## src/design/pdt_pkg.sv

```systemverilog
// Purpose: constants for the prescaled down-counter timer
// Assumes: byte-wide data-space register port, 8-bit addresses
// Notes:   offsets are data-space byte addresses
package pdt_pkg;
   // ****************************************
   // register map
   // ****************************************
   localparam logic [7:0] ADDR_PRESCALER   = 8'hd2;
   localparam logic [7:0] ADDR_COUNT       = 8'hd3;
   localparam logic [7:0] ADDR_CONTROL     = 8'hd4;
   // ****************************************
   // control/status fields
   // ****************************************
   localparam int         BIT_ZERO         = 7;
   localparam int         BIT_IRQ_EN       = 6;
   localparam int         BIT_RESERVED     = 5;
   localparam int         BIT_CNT_EN       = 4;
   localparam int         BIT_PSC_RUN      = 3;
   localparam int         TAP_MSB          = 2;
   // ****************************************
   // reset values and timing
   // ****************************************
   localparam logic [7:0] RESET_COUNT      = 8'hff;
   localparam logic [6:0] RESET_PRESCALER  = 7'h7f;
   localparam logic [7:0] RESET_CONTROL    = 8'h00;
   localparam logic [7:0] COUNT_ZERO       = 8'h00;
   localparam int         INT_CLK_DIVIDE   = 12;
   localparam logic [3:0] DIV_LAST         = 4'(INT_CLK_DIVIDE - 1);
   localparam logic [3:0] DIV_HALF         = 4'(INT_CLK_DIVIDE / 2);
   localparam logic [1:0] TIMER_IRQ_VECTOR = 2'h3;
endpackage

```

## src/design/pdt_timer.sv

```systemverilog
// Purpose: 8-bit down-counter with 7-bit prescaler and zero flag
// Assumes: clk is the internal clock; bus strobes are one cycle wide
// Notes:   all edges are detected synchronously on clk
`timescale 1ns/1ps

// Summary of operation
// - 8-bit counter fed by 7-bit prescaler
// - count register read/write at 0D3h
// - prescaler state readable at 0D2h
// - count decrements on selected tap rising edge
// - decrement to zero sets zero flag
// - zero flag with enable requests vector 3
// - timer request can wake from wait
// - prescaler clocked by internal clock divided 12
// - tap 0 uses prescaler input, then bits
// - run clear forces prescaler ones, halts count
// - prescaler writable while run is set
// - writing 00h or bit7 one sets flag
// - reset: count FFh, prescaler 7Fh, control cleared
// - count write beats coincident decrement to zero
// - reads return live count and prescaler
// - control/status at 0D4h with listed fields
// - control bit 4 enables the timer
// - tap select is power-of-two divide 1..128
module pdt_timer (
   input  wire logic       clk,
   input  wire logic       nrst,
   input  wire logic [7:0] busAddr,
   input  wire logic       busWrite,
   input  wire logic       busRead,
   input  wire logic [7:0] busWdata,
   output logic      [7:0] busRdata,
   output logic            timerIrq,
   output logic      [1:0] timerIrqVector,
   output logic            wakeRequest
);

   // ****************************************
   // state
   // ****************************************
   logic [7:0] count_r;
   logic [6:0] prescaler_r;
   logic [7:0] control_r;
   logic [3:0] divCount_r;
   logic       tapLevel_r;
   logic [2:0] tapSel_r;
   logic [7:0] busRdata_r;

   logic       psIn;
   logic       psInRise;
   logic       tapLevel;
   logic       tapRise;
   logic       countTick;
   logic       wrCount;
   logic       wrPrescaler;
   logic       wrControl;
   logic       psRun;

   function automatic logic selectTap(input logic [2:0] tap, input logic psInLvl, input logic [6:0] ps);
      if (tap == 3'h0) begin
         selectTap = psInLvl;
      end else begin
         selectTap = ps[tap - 3'h1];
      end
   endfunction

   assign wrCount     = busWrite && (busAddr == pdt_pkg::ADDR_COUNT);
   assign wrPrescaler = busWrite && (busAddr == pdt_pkg::ADDR_PRESCALER);
   assign wrControl   = busWrite && (busAddr == pdt_pkg::ADDR_CONTROL);
   assign psRun       = control_r[pdt_pkg::BIT_PSC_RUN];

   // ****************************************
   // divide by twelve
   // ****************************************
   // square wave at clk/12; rise marks the prescaler step
   always_ff @(posedge clk or negedge nrst) begin
      if (!nrst) begin
         divCount_r <= 4'h0;
      end else if (divCount_r == pdt_pkg::DIV_LAST) begin
         divCount_r <= 4'h0;
      end else begin
         divCount_r <= divCount_r + 4'h1;
      end
   end

   assign psIn     = (divCount_r >= pdt_pkg::DIV_HALF);
   assign psInRise = (divCount_r == pdt_pkg::DIV_HALF);

   // ****************************************
   // prescaler
   // ****************************************
   // a write while stopped is dropped: the bits are held at all ones
   always_ff @(posedge clk or negedge nrst) begin
      if (!nrst) begin
         prescaler_r <= pdt_pkg::RESET_PRESCALER;
      end else if (!psRun) begin
         prescaler_r <= pdt_pkg::RESET_PRESCALER;
      end else if (wrPrescaler) begin
         prescaler_r <= busWdata[6:0];
      end else if (psInRise) begin
         prescaler_r <= prescaler_r - 7'h1;
      end
   end

   // ****************************************
   // tap edge detect
   // ****************************************
   assign tapLevel = selectTap(control_r[pdt_pkg::TAP_MSB:0], psIn, prescaler_r);

   always_ff @(posedge clk or negedge nrst) begin
      if (!nrst) begin
         tapLevel_r <= 1'b1;
      end else begin
         tapLevel_r <= tapLevel;
      end
   end

   // a tap change swaps mux inputs; that step is not a prescaler edge
   always_ff @(posedge clk or negedge nrst) begin
      if (!nrst) begin
         tapSel_r <= 3'h0;
      end else begin
         tapSel_r <= control_r[pdt_pkg::TAP_MSB:0];
      end
   end

   assign tapRise   = tapLevel && !tapLevel_r
                      && (tapSel_r == control_r[pdt_pkg::TAP_MSB:0]);
   assign countTick = tapRise && psRun && control_r[pdt_pkg::BIT_CNT_EN];

   // ****************************************
   // counter
   // ****************************************
   always_ff @(posedge clk or negedge nrst) begin
      if (!nrst) begin
         count_r <= pdt_pkg::RESET_COUNT;
      end else if (wrCount) begin
         count_r <= busWdata;
      end else if (countTick) begin
         count_r <= count_r - 8'h1;
      end
   end

   // ****************************************
   // control/status
   // ****************************************
   // hardware set beats a software clear of the zero flag
   always_ff @(posedge clk or negedge nrst) begin
      if (!nrst) begin
         control_r <= pdt_pkg::RESET_CONTROL;
      end else begin
         if (wrControl) begin
            control_r <= busWdata;
            control_r[pdt_pkg::BIT_RESERVED] <= 1'b0;
         end
         if (countTick && !wrCount && (count_r == 8'h01)) begin
            control_r[pdt_pkg::BIT_ZERO] <= 1'b1;
         end
         if (wrCount && (busWdata == pdt_pkg::COUNT_ZERO)) begin
            control_r[pdt_pkg::BIT_ZERO] <= 1'b1;
         end
      end
   end

   // ****************************************
   // read port
   // ****************************************
   // live values, no latching, so reads need not stop the timer
   always_ff @(posedge clk or negedge nrst) begin
      if (!nrst) begin
         busRdata_r <= 8'h00;
      end else if (busRead) begin
         case (busAddr)
            pdt_pkg::ADDR_PRESCALER: busRdata_r <= {1'b0, prescaler_r};
            pdt_pkg::ADDR_COUNT:     busRdata_r <= count_r;
            pdt_pkg::ADDR_CONTROL:   busRdata_r <= control_r;
            default:                 busRdata_r <= 8'h00;
         endcase
      end
   end

   assign busRdata = busRdata_r;

   // ****************************************
   // interrupt request
   // ****************************************
   // level request: stays up until software clears the flag or the interrupt enable
   assign timerIrq       = control_r[pdt_pkg::BIT_ZERO] && control_r[pdt_pkg::BIT_IRQ_EN];
   assign timerIrqVector = pdt_pkg::TIMER_IRQ_VECTOR;
   assign wakeRequest    = timerIrq;

endmodule

```

## config.mk

```make
export PLATFORM = sky130hd
export DESIGN_NAME = pdt_timer
export DESIGN_NICKNAME = d
export VERILOG_FILES = /design/src/design/pdt_pkg.sv /design/src/design/pdt_timer.sv
export SDC_FILE = /design/constraint.sdc
export NUM_CORES = 1
export LEC_CHECK = 0
export BUFFER_PORTS_ARGS = -buffer_cell sky130_fd_sc_hd__buf_2
export CAP_MARGIN = 20
export CORE_MARGIN = 2
export CORE_UTILIZATION = 55
export DETAILED_ROUTE_END_ITERATION = 10
export PLACE_DENSITY_LB_ADDON = 0.08
export SLEW_MARGIN = 20
export SYNTH_ARGS = -nofsm -noshare
export SYNTH_HDL_FRONTEND = slang
export SYNTH_SLANG_ARGS = --single-unit
```

## constraint.sdc

```tcl
create_clock -name clk -period 4.5 [get_ports clk]
set_input_delay 0.9 -clock clk [delete_from_list [all_inputs] [get_ports clk]]
set_output_delay 0.9 -clock clk [all_outputs]
set_load 0.02 [all_outputs]
```

Word level (Yosys, flattened, before mapping)
Index checks and enable logic that the tools add are counted.
{"block": "classes", "n_addsub": 4, "magnitude_cmp": 2, "n_eq_ne": 8, "n_mux": 13, "n_reduce_logical": 17}
{"op": "8-bit equality test (second input constant)", "n": 3}
{"op": "8-bit two-way mux", "n": 3}
{"op": "8-bit case mux with 3 select lines", "n": 1}
{"op": "7-bit two-way mux", "n": 3}
{"op": "1-bit logical AND", "n": 11}
{"op": "8-bit by 1-bit equality test with 1-bit output (second input constant)", "n": 1}
{"op": "8-bit zero test", "n": 1}
{"op": "8-bit by 1-bit subtractor with 8-bit output (second input constant)", "n": 1}
{"op": "7-bit by 1-bit subtractor with 7-bit output (second input constant)", "n": 1}
{"op": "4-bit by 1-bit adder with 4-bit output (second input constant)", "n": 1}
{"op": "4-bit by 3-bit equality test with 1-bit output (second input constant)", "n": 1}
{"op": "4-bit equality test (second input constant)", "n": 1}
{"op": "4-bit by 3-bit greater-or-equal comparator with 1-bit output (second input constant)", "n": 1}
{"op": "3-bit by 4-bit less-than comparator with 1-bit output (second input constant)", "n": 1}
{"op": "1-bit two-way mux", "n": 4}
{"op": "4-bit two-way mux", "n": 1}
{"op": "1-bit binary-select mux with 3-bit select", "n": 1}
{"op": "3-bit equality test", "n": 1}
{"op": "3-bit zero test", "n": 1}
{"op": "3-bit by 1-bit != test with 1-bit output (second input constant)", "n": 1}
{"op": "3-bit nonzero test", "n": 1}
{"op": "3-bit by 1-bit subtractor with 3-bit output (second input constant)", "n": 1}
{"op": "1-bit zero test", "n": 2}
{"op": "2-bit nonzero test", "n": 1}
{"block": "word_totals", "register_bits": 38, "output_inout_bits": 12}

Depth between registers and ports, before layout
{"block": "depth", "word_depth": 12, "mapped_depth": 9, "ltp_nobuf": 8}

Least setup slack after synthesis
No wires, ideal clock.
{"block": "synth_timing", "path_type": "flip-flop to flip-flop", "start": "register control_r[0]", "end": "register count_r[5]", "arrival_ns": 2.246, "slack_ns": 2.173, "stages_incl_launch_ff": 10, "n_path_buf": 1, "path_cell_list": "dfrtp_1 > buf_6 > inv_1 > ha_1 > mux4_2 > and2_1 > o31ai_4 > inv_2 > and3_1 > o211ai_1"}
{"block": "synth_between", "elab_chain_len": 9, "word_cells_on_any_way": 11, "cone_classes": "add/sub (1); eq/ne (1); mux (3); reduce/logical (6)"}
{"element": "start, declared", "line_no": "pdt_timer.sv:43", "rtl": "logic [7:0] control_r;"}
{"element": "start signal, assigned", "line_no": "pdt_timer.sv:150", "rtl": "control_r <= pdt_pkg::RESET_CONTROL;"}
{"element": "start signal, assigned", "line_no": "pdt_timer.sv:153", "rtl": "control_r <= busWdata;"}
{"element": "3-bit by 1-bit subtractor with 3-bit output", "line_no": "pdt_timer.sv:63", "rtl": "selectTap = ps[tap - 3'h1];"}
{"element": "1-bit binary-select mux with 3-bit select", "line_no": "pdt_timer.sv:63"}
{"element": "1-bit two-way mux (implied by the code)", "line_no": "pdt_timer.sv:63"}
{"element": "1-bit two-way mux (*)", "line_no": "pdt_timer.sv:60", "rtl": "if (tap == 3'h0) begin"}
{"element": "via tapLevel", "line_no": "pdt_timer.sv:51", "rtl": "logic tapLevel;"}
{"element": "1-bit logical AND (*)", "line_no": "pdt_timer.sv:127", "rtl": "assign tapRise = tapLevel && !tapLevel_r"}
{"element": "1-bit logical AND (*)", "line_no": "pdt_timer.sv:128", "rtl": "&& (tapSel_r == control_r[pdt_pkg::TAP_MSB:0]);"}
{"element": "1-bit logical AND (*) (2 in series)", "line_no": "pdt_timer.sv:129", "rtl": "assign countTick = tapRise && psRun && control_r[pdt_pkg::BIT_CNT_EN];"}
{"element": "2-bit nonzero test (no line) (*)"}
{"element": "end signal, assigned", "line_no": "pdt_timer.sv:136", "rtl": "count_r <= pdt_pkg::RESET_COUNT;"}
{"element": "end signal, assigned", "line_no": "pdt_timer.sv:138", "rtl": "count_r <= busWdata;"}
{"element": "end signal, assigned", "line_no": "pdt_timer.sv:140", "rtl": "count_r <= count_r - 8'h1;"}
{"element": "end, declared", "line_no": "pdt_timer.sv:41", "rtl": "logic [7:0] count_r;"}
The timed path passes the listed nets; every way through them passes the cells marked *. The select of a mux whose other input is x is not followed.
A chain may end at the register's enable or synchronous reset.

Final worst setup path
{"block": "layout_timing", "start": "register control_r[0]", "end": "register control_r[7]"}
{"block": "layout_between", "elab_chain_len": 12, "word_cells_on_any_way": 15, "cone_classes": "add/sub (1); eq/ne (1); mux (5); reduce/logical (8)"}
{"element": "3-bit by 1-bit subtractor with 3-bit output", "line_no": "pdt_timer.sv:63"}
{"element": "1-bit binary-select mux with 3-bit select", "line_no": "pdt_timer.sv:63"}
{"element": "1-bit two-way mux (implied by the code)", "line_no": "pdt_timer.sv:63"}
{"element": "1-bit two-way mux (*)", "line_no": "pdt_timer.sv:60"}
{"element": "via tapLevel", "line_no": "pdt_timer.sv:51"}
{"element": "1-bit logical AND (*)", "line_no": "pdt_timer.sv:127"}
{"element": "1-bit logical AND (*)", "line_no": "pdt_timer.sv:128"}
{"element": "1-bit logical AND (*) (2 in series)", "line_no": "pdt_timer.sv:129"}
{"element": "1-bit logical AND (*) (2 in series)", "line_no": "pdt_timer.sv:156", "rtl": "if (countTick && !wrCount && (count_r == 8'h01)) begin"}
{"element": "1-bit two-way mux", "line_no": "pdt_timer.sv:156"}
{"element": "1-bit two-way mux", "line_no": "pdt_timer.sv:159", "rtl": "if (wrCount && (busWdata == pdt_pkg::COUNT_ZERO)) begin"}
Marks and branches as above.

==> flow_summary.yaml <==
die:
  die_y_um: 68.17
  die_area_sq_mm: 0.004647
  pin_count: 32
  die_w_um: 68.17
  num_rows: 23
  core_area_sq_mm: 0.003971
  start_util_pct: 57.03
grt:
  grt_pass1_wl_mm: 8.231
  grt_usage_pct: 24.30
  antenna_found_initial: 0
  grt_pass1_vias: 1692
  overflow: 0
  grt_max_degree: 39
cts:
  cts-resized-gates: 0
  clkLatencyLatePin_ns: 0.28
  cts_tree: "built"
  htree_levels: 2
  clk_pin_slew_worst_paths_ns: 0.07
  cts_made_buffers: 5
  cts_sinks: 38
  cts_max_path_buffers: 2
  root_buffer: "clkbuf_8"
  cts_hold_buf: 0
  postCtsSetupRepairBufs: 0
timing:
  report.final.setup_viol: 0
  hold_slack_ns: 0.4850
  slew_headroom_pct: 36.54
  fin_crit_ns: 2.741
  worst_slew_pin_slew_ns: 0.9494
  fin_crit_sh_pct: 60.92
  worst_slack_ns: 1.759
  fin_setup_tns_ns: 0
  hold_viol: 0
  drv_slew: 0
  skew_ns: 0.004427
  fmax_ghz: 0.3648
  rsz0062_at_grt: "no"
critical_path:
  crit_required_ns: 4.66
  crit_type: "reg -> reg"
  crit_fanout: 10
  critPathLaunchType: "flop"
  cp.arrival_ns: 2.90
  critPathCaptureType: "flop"
placement:
  dp_hpwl_mm: 3.705
  post-place-ws_ns: 1.660
  gp_congestion: 0.8040
  numPortBuffers: 29
run:
  maxCapViolations: 0
finish:
  area_growth_pct: 10.50
  antenna_cells: 0
  layout.nets: 283
  postLayoutCoreUtil_pct: 63.01
  layout-drive-gt1-share_pct: 26.07
logic_synthesis:
  avgSynthCellArea_sq_um: 9.933
  ys.flop_type: "dfrtp_1"
  synth_top_area_share_pct: 24.31
  yosysTopAreaCell: "dfrtp_1"
  synth_edf_count: 0
  synth-seq-cells: 38
  yosys_warnings: 0
  ys_types: 50
  synthTopCellsByCount: "dfrtp_1 (22), nand2_1 (22), inv_1 (21), dfstp_2 (16), o211ai_1 (10)"
  synthCells: 228
  synth_area_sq_mm: 0.002265
  async_flop_share_pct: 100.0
  yosysSeqAreaShare_pct: 42.87
  synth.area.top_cells: "dfrtp_1 (24%), dfstp_2 (19%), ha_1 (3.9%), nand2_1 (3.6%), inv_1 (3.5%)"
drt:
  route.detailed.drc: 0
  wire_per_inst_um: 16.26
  detail-route-antenna-nets: 0
  dr.pass1.iters: 4
  vias_per_cell: 5.909
  wl_mm: 4.993
  initialDrtViolationCount: 129
  dr_total_vias: 1814
power_and_ir_drop:
  p_leak_nw: 1.036
  peakVddDrop_uv: 236.3
  power.total_mw: 0.7109
  power_density_mw_per_mm2: 284.1
hold_path:
  hold_class: "reg -> reg"
outcome:
  outcome: "finished clean"
## critical path, cell delays in order, from the launching register on
cell and delay, ns:
dfrtp_1 0.51, inv_1 0.12, ha_1 0.36, mux4_2 0.50, and2_1 0.19, o31ai_4 0.47
inv_2 0.14, nand2_1 0.18, o21ai_0 0.12
## layout by cell type, fill, tap and decap left out, types with 2 or more instances in the layout
cell / n
o211ai_1: 10
and3_1: 3
dfrtp_1: 22
clkbuf_8: 5
xnor2_1: 5
nor2_1: 8
a211oi_1: 2
xnor2_2: 2
nand3_1: 5
nand2_1: 22
conb_1: 2
o311ai_0: 2
xor2_1: 4
inv_1: 21
or4_1: 2
a22o_1: 6
and2_1: 2
ha_1: 7
mux2_2: 5
a21oi_1: 3
mux2i_1: 5
nor2b_1: 4
o21ai_0: 7
nand4_1: 5
nand3b_1: 3
a22oi_1: 6
nor4_1: 8
nor3b_1: 2
nor3_1: 3
clkbuf_1: 3
dfstp_2: 16
a31oi_1: 3
buf_2: 29
o22ai_1: 8
or3_1: 2
## state kept, by name, summed over array words and instances (netlist names)
signal       flops
busRdata         8
count_r          8
control_r        7
prescaler_r      7
divCount_r       4
tapSel_r         3
tapLevel_r       1
## cells by family after synthesis
| kind of cell | Yosys count | share of synthesized area [%] |
|---|---|---|
| AO/OA/AOI/OAI | 52 | 16.85 |
| XOR/XNOR | 11 | 4.917 |
| adder cells (fa/ha/maj) | 7 | 3.867 |
| buffers and inverters | 32 | 6.353 |
| flip-flops | 38 | 42.87 |
| multiplexers | 11 | 5.690 |
| other | 1 | 0.1656 |
| AND/OR/NAND/NOR | 76 | 19.28 |
## where the power goes
part           switching [mW]  leakage (nW)  internal [mW]
sequential             0.0295         0.451          0.370
combinational          0.0536         0.545         0.0403
clock                   0.108        0.0395          0.110
total                   0.191          1.04          0.520
## per-layer routing
layer | wire length, um | vias up | global-route usage [%] | share of wire [%]
met3 | 306 | 7 | 4.934 | 6.1
met5 | 0 | - | 0 | 0
met1 | 2353 | 855 | 34.31 | 47
met2 | 2282 | 65 | 38.59 | 46
li1 | - | 887 | - | -
met4 | 51 | 0 | 5.250 | 1.0
## through the flow
step | area, sq um | cells
floorplan | 2268 | 229
global placement | 2422 | 299
detailed placement | 2422 | 299
CTS | 2502 | 307
global route | 2502 | 307
finish | 2502 | 307
## final timing paths
kind,start,to,slack (ns),depth (start not counted)
setup / recovery,control_r[0],control_r[7],1.76,8
hold / removal,divCount_r[0],divCount_r[0],0.48,1
setup reg to reg,control_r[0],control_r[7],1.76,8
hold reg to reg,divCount_r[0],divCount_r[0],0.48,1
max in group asynchronous,nrst,control_r[3],3.26,1
min in group asynchronous,nrst,divCount_r[0],0.71,1
## area by class of cell
type	count	area [sq um]
flip-flops and latches	38	970.9
multi-input cells	159	1154
repair buffers	30	152.6
clock buffers	8	80.08
fillers	337	1469
inverters	22	82.58
well taps	50	62.56
Note: power is estimated with default switching activity, not from simulation.
